$ cat src/line_sense_pkg.sv
// shared constants and state carrier for the line sense and hook control
package line_sense_pkg;
  // register numbers on the serial control link
  localparam logic [7:0] REG_IRQ_CTL = 8'h02;
  localparam logic [7:0] REG_IRQ_MASK = 8'h03;
  localparam logic [7:0] REG_IRQ_FLAG = 8'h04;
  localparam logic [7:0] REG_HOOK = 8'h05;
  localparam logic [7:0] REG_COARSE = 8'h0C;
  localparam logic [7:0] REG_ADC_CAL = 8'h11;
  localparam logic [7:0] REG_LINE_STAT = 8'h13;
  localparam logic [7:0] REG_RES_CAL = 8'h19;
  localparam logic [7:0] REG_DC_CTL = 8'h1A;
  localparam logic [7:0] REG_FINE = 8'h1C;
  localparam logic [7:0] REG_VOLT = 8'h1D;
  localparam logic [7:0] REG_SETTLE = 8'h1F;
  localparam logic [7:0] REG_GND_START = 8'h20;
  // field positions
  localparam int B_IRQ_PIN_ENABLE = 7;
  localparam int B_IRQ_PIN_POLARITY = 6;
  localparam int B_POL = 0;
  localparam int B_TG = 1;
  localparam int B_MAXI = 2;
  localparam int B_HOOK = 0;
  localparam int B_ADC_CAL_DISABLE = 5;
  localparam int B_OVC = 0;
  localparam int B_DROP = 1;
  localparam int B_RESISTOR_CAL_DISABLE = 5;
  localparam int B_CURRENT_LIMIT_MODE = 1;
  localparam int B_FOH_LO = 5;
  localparam int B_LOW_VOLTAGE_ZERO_FORCE_DISABLE = 0;
  localparam int B_RG = 0;
  localparam int B_TIP_RELAY_OPEN = 1;
  localparam int B_TGD = 2;
  // reset values
  localparam logic [1:0] FOH_RESET = 2'h1;
  localparam logic RG_RESET = 1'b0;
  localparam logic TIP_RELAY_OPEN_RESET = 1'b0;
  // measurement scaling
  localparam int unsigned LV_ZERO_V = 3;
  localparam int unsigned FINE_LSB_TENTH_MA = 11;
  localparam int unsigned COARSE_PER_FINE = 3;
  localparam logic [4:0] COARSE_MAX = 5'h1F;
  localparam int unsigned OC_HI_MA = 160;
  localparam int unsigned OC_LO_MA = 60;
  localparam logic [7:0] OC_HI_CODE = 8'((OC_HI_MA * 10) / FINE_LSB_TENTH_MA);
  localparam logic [7:0] OC_LO_CODE = 8'((OC_LO_MA * 10) / FINE_LSB_TENTH_MA);
  // timing
  localparam int unsigned CLK_MHZ = 125;
  localparam int unsigned TICK_NS = 1000;
  localparam int unsigned CLK_NS = 8;
  localparam int unsigned TICK_CYCLES = TICK_NS / CLK_NS;
  localparam int unsigned LATENCY_US = 250;
  localparam int unsigned SETTLE_8_MS = 8;
  localparam int unsigned SETTLE_64_MS = 64;
  localparam int unsigned SETTLE_128_MS = 128;
  localparam int unsigned SETTLE_512_MS = 512;
  localparam int unsigned RCAL_MS = 17;
  localparam int unsigned ADCCAL_MS = 256;
  localparam int unsigned US_PER_MS = 1000;
  localparam int CNT_W = 20;

  typedef enum logic [5:0] {
    ST_ONHOOK = 6'h01,
    ST_LATENCY = 6'h02,
    ST_SETTLE = 6'h04,
    ST_RCAL = 6'h08,
    ST_ADCCAL = 6'h10,
    ST_ACTIVE = 6'h20
  } hook_state_e;

  typedef struct packed {
    logic irq_pin_enable;
    logic irq_pin_polarity;
    logic polarity_change_mask;
    logic tip_ground_mask;
    logic maxm;
    logic polFlag;
    logic tgFlag;
    logic maxFlag;
    logic hook;
    logic adc_cal_disable;
    logic resistor_cal_disable;
    logic current_limit_mode;
    logic [1:0] offhook_settle_select;
    logic low_voltage_zero_force_disable;
    logic ringGnd;
    logic tipOpen;
    logic [7:0] vSync1;
    logic [7:0] vSync2;
    logic [7:0] iSync1;
    logic [7:0] iSync2;
    logic tSync1;
    logic tSync2;
    logic tipSeen;
    logic [7:0] lineVolt;
    logic [7:0] fine;
    logic [4:0] coarse;
    logic overCur;
    logic dropout;
    hook_state_e state;
    logic [CNT_W-1:0] cnt;
    logic [7:0] rdData;
  } sense_state_s;
endpackage

$ cat src/us_tick_divider.sv
// divider giving a one-cycle enable pulse every DIV clocks
`timescale 1ns/1ps
module us_tick_divider #(
  parameter int unsigned DIV = 125
) (
  // clock and reset
  input wire logic core_clk,
  input wire logic rst,
  // enable pulse
  output logic tick
);
  logic [15:0] cnt_q;

  initial begin
    if (DIV < 1 || DIV > 65536) $error("divider ratio out of range");
  end

  always_ff @(posedge core_clk) begin
    if (rst) begin
      cnt_q <= 16'h0000;
    end else if (cnt_q == 16'(DIV - 1)) begin
      cnt_q <= 16'h0000;
    end else begin
      cnt_q <= cnt_q + 16'h0001;
    end
  end

  assign tick = (cnt_q == 16'(DIV - 1));
endmodule

$ cat src/line_sense_hook_control.sv
// line voltage and loop current sensing with off-hook sequencing
// Notes on behaviour
// - signed 8-bit line voltage, one volt per count, always valid
// - top bit of the voltage field gives tip/ring polarity
// - pin enable plus polarity mask interrupt on each sign toggle
// - polarity flag set on every sign toggle, held until written zero
// - voltage field forced to zero at three volts or less by default
// - disable bit stops that forcing so small readings show
// - zero volts reads all zeros; zero to two volts may be unpredictable
// - coarse five-bit loop current at 3.3 mA per count while off-hook
// - fine eight-bit loop current at 1.1 mA per count while off-hook
// - coarse 0 too little, 4 minimum, all ones possibly excessive
// - maximum-current flag set when coarse current reaches all ones
// - overcurrent above 160 mA, or above 60 mA in limit mode
// - writing one to hook bit reaches line side after 250 us
// - after off-hook, traffic blocked for 8, 64, 128 or 512 ms
// - then 17 ms resistor calibration unless disabled
// - then 256 ms converter calibration unless disabled
// - tip-ground sensed bit follows the detector without latching
// - tip-ground flag latched at current onset, interrupts if masked in
// - interrupt held while any enabled flag stays set
// - interrupt active low unless polarity bit set
`timescale 1ns/1ps
module line_sense_hook_control #(
  parameter int unsigned TICK_CYCLES = line_sense_pkg::TICK_CYCLES,
  parameter int unsigned LATENCY_US = line_sense_pkg::LATENCY_US,
  parameter int unsigned MS_US = line_sense_pkg::US_PER_MS
) (
  // clock and reset
  input wire logic core_clk,
  input wire logic rst,
  // register access from the serial control link
  input wire logic [7:0] regAddr,
  input wire logic regWrEn,
  input wire logic [7:0] regWrData,
  input wire logic regRdEn,
  output logic [7:0] regRdData,
  // line-side measurements, asynchronous
  input wire logic [7:0] lineVoltSample,
  input wire logic [7:0] loopCurrentSample,
  input wire logic tipCurrentDetect,
  // line-side hook and traffic control
  output logic lineOffHook,
  output logic txRxBlocked,
  output logic resCalActive,
  output logic adcCalActive,
  // ground-start relays
  output logic tipRelayOpen,
  output logic ringGroundRelayCtl,
  // open-drain interrupt pin
  output logic irqOut,
  output logic irqOe
);
  localparam int CNT_W_L = line_sense_pkg::CNT_W;

  line_sense_pkg::sense_state_s st_q;
  line_sense_pkg::sense_state_s st_d;
  logic tick;
  logic [8:0] vMag;
  logic [7:0] coarseFull;
  logic [7:0] ocCode;
  logic irqActive;
  logic wrFlag;
  logic [CNT_W_L-1:0] target;

  initial begin
    if (TICK_CYCLES < 1) $error("tick ratio must be at least one");
    if (LATENCY_US < 1 || MS_US < 1) $error("timing must be at least one");
    if (line_sense_pkg::SETTLE_512_MS * MS_US >= (1 << CNT_W_L))
      $error("settle count overflows the counter");
  end

  us_tick_divider #(
    .DIV(TICK_CYCLES)
  ) u_tick (
    .core_clk(core_clk),
    .rst(rst),
    .tick(tick)
  );

  // magnitude of the synchronised voltage sample, 9 bits to hold -128
  always_comb begin
    if (st_q.vSync2[7]) begin
      vMag = 9'h000 - {1'b1, st_q.vSync2};
    end else begin
      vMag = {1'b0, st_q.vSync2};
    end
  end

  assign coarseFull = st_q.iSync2 / 8'(line_sense_pkg::COARSE_PER_FINE);
  assign ocCode = st_q.current_limit_mode ? line_sense_pkg::OC_LO_CODE
                            : line_sense_pkg::OC_HI_CODE;
  assign wrFlag = regWrEn && regAddr == line_sense_pkg::REG_IRQ_FLAG;

  // phase length in microsecond ticks for the current state
  always_comb begin
    target = CNT_W_L'(LATENCY_US);
    case (st_q.state)
      line_sense_pkg::ST_SETTLE: begin
        case (st_q.offhook_settle_select)
          2'h0: target = CNT_W_L'(line_sense_pkg::SETTLE_512_MS * MS_US);
          2'h1: target = CNT_W_L'(line_sense_pkg::SETTLE_128_MS * MS_US);
          2'h2: target = CNT_W_L'(line_sense_pkg::SETTLE_64_MS * MS_US);
          default: target = CNT_W_L'(line_sense_pkg::SETTLE_8_MS * MS_US);
        endcase
      end
      line_sense_pkg::ST_RCAL: begin
        target = CNT_W_L'(line_sense_pkg::RCAL_MS * MS_US);
      end
      line_sense_pkg::ST_ADCCAL: begin
        target = CNT_W_L'(line_sense_pkg::ADCCAL_MS * MS_US);
      end
      default: begin
        target = CNT_W_L'(LATENCY_US);
      end
    endcase
  end

  always_comb begin
    st_d = st_q;
    // two-flop synchronisers on line-side inputs
    st_d.vSync1 = lineVoltSample;
    st_d.vSync2 = st_q.vSync1;
    st_d.iSync1 = loopCurrentSample;
    st_d.iSync2 = st_q.iSync1;
    st_d.tSync1 = tipCurrentDetect;
    st_d.tSync2 = st_q.tSync1;
    st_d.tipSeen = st_q.tSync2;

    // signed volts field; small readings forced to zero unless disabled
    if (!st_q.low_voltage_zero_force_disable && vMag <= 9'(line_sense_pkg::LV_ZERO_V)) begin
      st_d.lineVolt = 8'h00;
    end else begin
      st_d.lineVolt = st_q.vSync2;
    end

    // current fields only carry meaning while the line side is off-hook
    if (lineOffHook) begin
      st_d.fine = st_q.iSync2;
      st_d.coarse = (coarseFull > 8'(line_sense_pkg::COARSE_MAX))
                    ? line_sense_pkg::COARSE_MAX
                    : coarseFull[4:0];
    end else begin
      st_d.fine = 8'h00;
      st_d.coarse = 5'h00;
    end
    st_d.overCur = st_q.fine > ocCode;
    st_d.dropout = lineOffHook && st_q.fine == 8'h00;

    // register writes; writing zero clears a flag, writing one keeps it
    if (regWrEn) begin
      case (regAddr)
        line_sense_pkg::REG_IRQ_CTL: begin
          st_d.irq_pin_enable = regWrData[line_sense_pkg::B_IRQ_PIN_ENABLE];
          st_d.irq_pin_polarity = regWrData[line_sense_pkg::B_IRQ_PIN_POLARITY];
        end
        line_sense_pkg::REG_IRQ_MASK: begin
          st_d.polarity_change_mask = regWrData[line_sense_pkg::B_POL];
          st_d.tip_ground_mask = regWrData[line_sense_pkg::B_TG];
          st_d.maxm = regWrData[line_sense_pkg::B_MAXI];
        end
        line_sense_pkg::REG_HOOK: begin
          st_d.hook = regWrData[line_sense_pkg::B_HOOK];
        end
        line_sense_pkg::REG_ADC_CAL: begin
          st_d.adc_cal_disable = regWrData[line_sense_pkg::B_ADC_CAL_DISABLE];
        end
        line_sense_pkg::REG_RES_CAL: begin
          st_d.resistor_cal_disable = regWrData[line_sense_pkg::B_RESISTOR_CAL_DISABLE];
        end
        line_sense_pkg::REG_DC_CTL: begin
          st_d.current_limit_mode = regWrData[line_sense_pkg::B_CURRENT_LIMIT_MODE];
        end
        line_sense_pkg::REG_SETTLE: begin
          st_d.offhook_settle_select = regWrData[line_sense_pkg::B_FOH_LO +: 2];
          st_d.low_voltage_zero_force_disable = regWrData[line_sense_pkg::B_LOW_VOLTAGE_ZERO_FORCE_DISABLE];
        end
        line_sense_pkg::REG_GND_START: begin
          st_d.ringGnd = regWrData[line_sense_pkg::B_RG];
          st_d.tipOpen = regWrData[line_sense_pkg::B_TIP_RELAY_OPEN];
        end
        default: begin
          st_d.rdData = st_d.rdData;
        end
      endcase
    end
    if (wrFlag) begin
      st_d.polFlag = st_q.polFlag & regWrData[line_sense_pkg::B_POL];
      st_d.tgFlag = st_q.tgFlag & regWrData[line_sense_pkg::B_TG];
      st_d.maxFlag = st_q.maxFlag & regWrData[line_sense_pkg::B_MAXI];
    end
    // hardware sets win over a same-cycle clear
    if (st_d.lineVolt[7] != st_q.lineVolt[7]) begin
      st_d.polFlag = 1'b1;
    end
    // onset taken past the second sync flop, never from the first
    if (st_q.tSync2 && !st_q.tipSeen) begin
      st_d.tgFlag = 1'b1;
    end
    if (st_d.coarse == line_sense_pkg::COARSE_MAX) begin
      st_d.maxFlag = 1'b1;
    end

    // off-hook sequence, counted in microsecond ticks
    if (tick && st_q.state != line_sense_pkg::ST_ONHOOK) begin
      st_d.cnt = st_q.cnt + CNT_W_L'(1);
    end
    case (st_q.state)
      line_sense_pkg::ST_ONHOOK: begin
        st_d.cnt = '0;
        if (st_q.hook) begin
          st_d.state = line_sense_pkg::ST_LATENCY;
        end
      end
      line_sense_pkg::ST_LATENCY, line_sense_pkg::ST_SETTLE,
      line_sense_pkg::ST_RCAL, line_sense_pkg::ST_ADCCAL: begin
        if (tick && st_q.cnt == target - CNT_W_L'(1)) begin
          st_d.cnt = '0;
          case (st_q.state)
            line_sense_pkg::ST_LATENCY: begin
              st_d.state = line_sense_pkg::ST_SETTLE;
            end
            line_sense_pkg::ST_SETTLE: begin
              if (!st_q.resistor_cal_disable) begin
                st_d.state = line_sense_pkg::ST_RCAL;
              end else if (!st_q.adc_cal_disable) begin
                st_d.state = line_sense_pkg::ST_ADCCAL;
              end else begin
                st_d.state = line_sense_pkg::ST_ACTIVE;
              end
            end
            line_sense_pkg::ST_RCAL: begin
              st_d.state = st_q.adc_cal_disable ? line_sense_pkg::ST_ACTIVE
                                     : line_sense_pkg::ST_ADCCAL;
            end
            default: st_d.state = line_sense_pkg::ST_ACTIVE;
          endcase
        end
      end
      line_sense_pkg::ST_ACTIVE: st_d.cnt = '0;
      default: st_d.state = line_sense_pkg::ST_ONHOOK;
    endcase
    if (!st_q.hook) begin
      st_d.state = line_sense_pkg::ST_ONHOOK;
      st_d.cnt = '0;
    end

    // read data registered one cycle after the strobe
    if (regRdEn) begin
      case (regAddr)
        line_sense_pkg::REG_IRQ_CTL: st_d.rdData = {st_q.irq_pin_enable, st_q.irq_pin_polarity,
                                                    6'h00};
        line_sense_pkg::REG_IRQ_MASK: st_d.rdData = {5'h00, st_q.maxm, st_q.tip_ground_mask,
                                                     st_q.polarity_change_mask};
        line_sense_pkg::REG_IRQ_FLAG: st_d.rdData = {5'h00, st_q.maxFlag,
                                                     st_q.tgFlag, st_q.polFlag};
        line_sense_pkg::REG_HOOK: st_d.rdData = {7'h00, st_q.hook};
        line_sense_pkg::REG_COARSE: st_d.rdData = {3'h0, st_q.coarse};
        line_sense_pkg::REG_ADC_CAL: st_d.rdData = {2'h0, st_q.adc_cal_disable, 5'h00};
        line_sense_pkg::REG_LINE_STAT: st_d.rdData = {6'h00, st_q.dropout,
                                                      st_q.overCur};
        line_sense_pkg::REG_RES_CAL: st_d.rdData = {2'h0, st_q.resistor_cal_disable, 5'h00};
        line_sense_pkg::REG_DC_CTL: st_d.rdData = {6'h00, st_q.current_limit_mode, 1'b0};
        line_sense_pkg::REG_FINE: st_d.rdData = st_q.fine;
        line_sense_pkg::REG_VOLT: st_d.rdData = st_q.lineVolt;
        line_sense_pkg::REG_SETTLE: st_d.rdData = {1'b0, st_q.offhook_settle_select, 4'h0,
                                                   st_q.low_voltage_zero_force_disable};
        line_sense_pkg::REG_GND_START: st_d.rdData = {5'h00, st_q.tSync2,
                                                      st_q.tipOpen,
                                                      st_q.ringGnd};
        default: st_d.rdData = 8'h00;
      endcase
    end
  end

  always_ff @(posedge core_clk) begin
    if (rst) begin
      st_q <= '0;
      st_q.offhook_settle_select <= line_sense_pkg::FOH_RESET;
      st_q.ringGnd <= line_sense_pkg::RG_RESET;
      st_q.tipOpen <= line_sense_pkg::TIP_RELAY_OPEN_RESET;
      st_q.state <= line_sense_pkg::ST_ONHOOK;
    end else begin
      st_q <= st_d;
    end
  end

  // level stays while any enabled flag is set
  assign irqActive = st_q.irq_pin_enable && ((st_q.polFlag && st_q.polarity_change_mask) ||
                     (st_q.tgFlag && st_q.tip_ground_mask) ||
                     (st_q.maxFlag && st_q.maxm));
  // open drain: drive the active level only, the external resistor idles it
  assign irqOe = irqActive;
  assign irqOut = st_q.irq_pin_polarity;

  assign regRdData = st_q.rdData;
  assign lineOffHook = st_q.state != line_sense_pkg::ST_ONHOOK &&
                       st_q.state != line_sense_pkg::ST_LATENCY;
  assign txRxBlocked = st_q.state != line_sense_pkg::ST_ACTIVE;
  assign resCalActive = st_q.state == line_sense_pkg::ST_RCAL;
  assign adcCalActive = st_q.state == line_sense_pkg::ST_ADCCAL;
  assign tipRelayOpen = st_q.tipOpen;
  assign ringGroundRelayCtl = st_q.ringGnd;
endmodule

$ cat config.mk
export PLATFORM = sky130hd
export DESIGN_NAME = line_sense_hook_control
export DESIGN_NICKNAME = d
export VERILOG_FILES = /design/src/line_sense_pkg.sv /design/src/us_tick_divider.sv /design/src/line_sense_hook_control.sv
export SDC_FILE = /design/constraint.sdc
export NUM_CORES = 1
export LEC_CHECK = 0
export BUFFER_PORTS_ARGS = -buffer_cell sky130_fd_sc_hd__buf_2
export CAP_MARGIN = 20
export CELL_PAD_IN_SITES_DETAIL_PLACEMENT = 0
export CELL_PAD_IN_SITES_GLOBAL_PLACEMENT = 1
export CORE_AREA = 2 2 122 124
export CTS_CLUSTER_DIAMETER = 100
export DETAILED_ROUTE_END_ITERATION = 16
export DIE_AREA = 0 0 124 126
export GPL_TIMING_DRIVEN = 0
export PLACE_DENSITY_LB_ADDON = 0.1
export SYNTH_ARGS = -nofsm -noshare
export SYNTH_HDL_FRONTEND = slang
export SYNTH_SLANG_ARGS = --single-unit
$ cat constraint.sdc
create_clock -name core_clk -period 4.3 [get_ports core_clk]
set_input_delay 0.43 -clock core_clk [delete_from_list [all_inputs] [get_ports core_clk]]
set_output_delay 0.43 -clock core_clk [all_outputs]
set_load 0.01 [all_outputs]
==> results.json <==
{
  "r2r-start": "st_q[33]",
  "seqPwrFrac": 0.444,
  "period_share": 0.946,
  "grt_max_degree": 17,
  "drive_gt1_frac": 0.164,
  "syn_area_per_cell_um2": 8.74,
  "cpMaxStageDelayCell": "or4b_1",
  "synth_area_leader_cell": "dfxtp_1",
  "tritoncts": "built",
  "cts_sinks": 125,
  "synth_cell_types": 74,
  "wl_met1_mm": 7.51,
  "drtIter0Drc": 325,
  "cp-start-kind": "flop",
  "finalCriticalPeriod_ns": 4.07,
  "r2r_end": "st_q[20]",
  "core_um2": 14300,
  "ys_warn_count": 0,
  "cts_root_buf": "clkbuf_16",
  "syn_area_um2": 6300,
  "synth_edf_count": 0,
  "hold_viol": 0,
  "ant_nets": 0,
  "synthArstFlopShare": 0,
  "path_class": "reg -> reg",
  "final_cell_area_um2": 7380,
  "drt_drc_violations_left": 0,
  "gp_congestion": 0.886,
  "worst_pin_slew_ns": 1.05,
  "relSlewSlack": 0.293,
  "die_w_um": 124,
  "final_nets": 844,
  "max_cap_violations": 0,
  "muxShareOfSynthArea": 0.0143,
  "grt_setup_unrepaired": "no",
  "p_total_uw": 2700,
  "min_to": "st_d[65]",
  "core.rowCount": 44,
  "synth_top_area_frac": 0.397,
  "power.leakage_uw": 0.00264,
  "max-clock-path-buffers": 2,
  "critPathRequiredTime_ns": 4.56,
  "status": "complete, no violations",
  "clk-insertion-delay-late_ns": 0.41,
  "synthCells": 721,
  "crit_family": "simple AND/OR/NAND/NOR gates",
  "avgRoutedWirePerCell_um": 15.7,
  "final_common_cell": "dfxtp_1",
  "grt_pass1_wl_mm": 25.6,
  "cp.arrival_ns": 4.33,
  "synth_ff_type": "dfxtp_1",
  "placed_cell_area_um2": 6780,
  "initial_utilization": 0.440,
  "setup_tns_ns": 0,
  "holdBufCountCts": 0,
  "worstRegToRegCells": 13,
  "ys_ff_latch": 125,
  "syn_to_final_growth_pct": 17.1,
  "ys_seq_area_frac": 0.397,
  "antenna_cells": 0,
  "intPower_uw": 2070,
  "grt_pass1_vias": 5182,
  "antenna_found_initial": 0,
  "hold_start": "loopCurrentSample[5]",
  "holdPathStages": 2,
  "power.density_nw_per_um2": 365,
  "track_usage": 0.208,
  "clk_transition_reported_paths_ns": 0.06,
  "top_layer_used": "met4",
  "dieHeight_um": 126,
  "numCtsBuffers": 17,
  "final_cell_mix": "dfxtp_1 (125), nor2_1 (67), nand2_1 (59)",
  "endpoint_kind": "flop",
  "port_buffers": 46,
  "crit_top_cell": "nand2_1",
  "drt_pass1_iterations": 5,
  "cp_cell_sequence": "nor3_2 > buf_2 > nand2_1 > o21ai_1 > ha_1 > xnor2_1 > nor3_1 > nand2_1 > or4b_1 > or4_1 > o31ai_2 > buf_6 > a211oi_2",
  "cts_htree_levels": 4,
  "synthAdderAreaFrac": 0.0337,
  "yosys.area_share.xor_xnor": 0.0625,
  "dp_hpwl_mm": 11.5,
  "synth_nets": 775,
  "vias": 5390,
  "synth_compound_area_frac": 0.162,
  "fmax_mhz": 246,
  "wl_mm": 15.5,
  "synthSimpleGateAreaFrac": 0.282,
  "wl_met3_um": 892,
  "via_per_inst": 5.46,
  "route.met2.wl_mm": 6.92,
  "ir_drop_mv": 0.308,
  "clockPowerShare": 0.505,
  "max_stage_delay_ns": 0.49,
  "ios": 53,
  "fillers": 1389,
  "pwr-share-comb": 0.051,
  "dieArea_um2": 15600,
  "overflow": 0,
  "yosys-top-cells-area": "dfxtp_1 (40%), nor2b_1 (4.6%), nor2_1 (4.0%)",
  "drv_slew": 0,
  "cp.buffers_inverters": 2,
  "r2r_slack_ns": 0.23,
  "switchingPower_uw": 624,
  "swShare": 0.232,
  "hold_class": "in -> reg",
  "crit_fanout": 10,
  "synth_top_family_by_area": "simple AND/OR/NAND/NOR gates",
  "fin_worst_skew_ns": 0.00747,
  "setup_viol": 0
}
==> how the worst max path moves through the flow <==
stage,start,depth (start not counted),slack (ns),end
6_report,st_q[33],13,0.23,st_q[20]
3_5_place_dp,st_q[33],13,-0.05,st_q[26]
4_1_cts,st_q[30],13,0.03,st_q[20]
3_3_place_gp,st_q[33],13,0.01,st_q[24]
5_1_grt,st_q[33],13,0.05,st_q[20]
2_1_floorplan,st_q[30],13,0.61,st_q[27]
==> stage by stage <==
step           cells  utilization  setup slack (ns)  hold WS [ns]
6_report         987        0.516             0.233         0.225
3_5_place_dp     953        0.474           -0.0520         0.422
5_1_grt          987        0.516            0.0509         0.221
3_3_place_gp     951        0.473           0.00953         0.416
4_1_cts          985        0.514            0.0252         0.214
2_1_floorplan    721            -             0.607         0.414
==> what timing repair did <==
item	CTS	global route
resized for setup	1	3
cloned	0	0
endpoints found under the setup margin	20	20
setup buffers	0	2
==> state kept, by name, indices dropped and copies added (netlist names) <==
register            cells
ringGroundRelayCtl      1
tipRelayOpen            1
st_d                   18
irqOut                  1
u_tick.cnt_q           16
st_q                   80
regRdData               8
==> layout make-up <==
class,count,area [µm²],share of cell area
tap,184,230,0.0312
sequential,125,2500,0.339
clock inverter,12,111,0.0151
multi-input combinational,528,3520,0.477
clock buffer,20,457,0.0619
buffer,46,221,0.0300
inverter,22,82.6,0.0112
timing repair buffer,50,258,0.0349
==> Yosys cell counts (4+ instances only) <==
master / instances
o31ai_1: 4
buf_4: 8
nand3_1: 30
mux2i_1: 9
and4_1: 4
a222oi_1: 5
nor3_1: 21
a211oi_2: 18
ha_1: 17
a21oi_1: 26
xnor2_1: 27
a221oi_1: 7
dfxtp_1: 125
nor4_1: 11
nand4_1: 7
a31oi_1: 5
nor2_1: 67
xor2_1: 18
and2_1: 17
nand2_1: 59
nor3b_1: 5
nand3b_1: 6
clkbuf_1: 31
o21a_1: 5
inv_1: 22
o21ai_0: 17
a22oi_1: 5
or3_1: 10
and3_1: 7
nand2b_1: 8
nor2b_1: 46
a211oi_1: 7
==> cells by family after synthesis <==
kind of cell / count (synthesis)
xor gates and xnor gates: 45
DFF: 125
buffers and inverters: 68
adders and majority gates: 17
muxes: 9
AOI/OAI and AO/OA: 131
and+or+nand+nor: 326
==> power groups by stage <==
stage	Clock, µW	Sequential [µW]	Combinational (µW)
floorplan	0	1220	93.4
global placement	0	1220	134
detailed placement	0	1220	138
CTS	1380	1200	139
global route	1440	1200	154
finish	1360	1200	138
==> per-layer routing <==
metal / global-route usage / vias up
met4: 0.0608 / 0
met1: 0.297 / 2523
li1: - / 2697
met5: 0 / -
met3: 0.0516 / 16
met2: 0.310 / 154
Note: power is estimated with default switching activity, not from simulation.
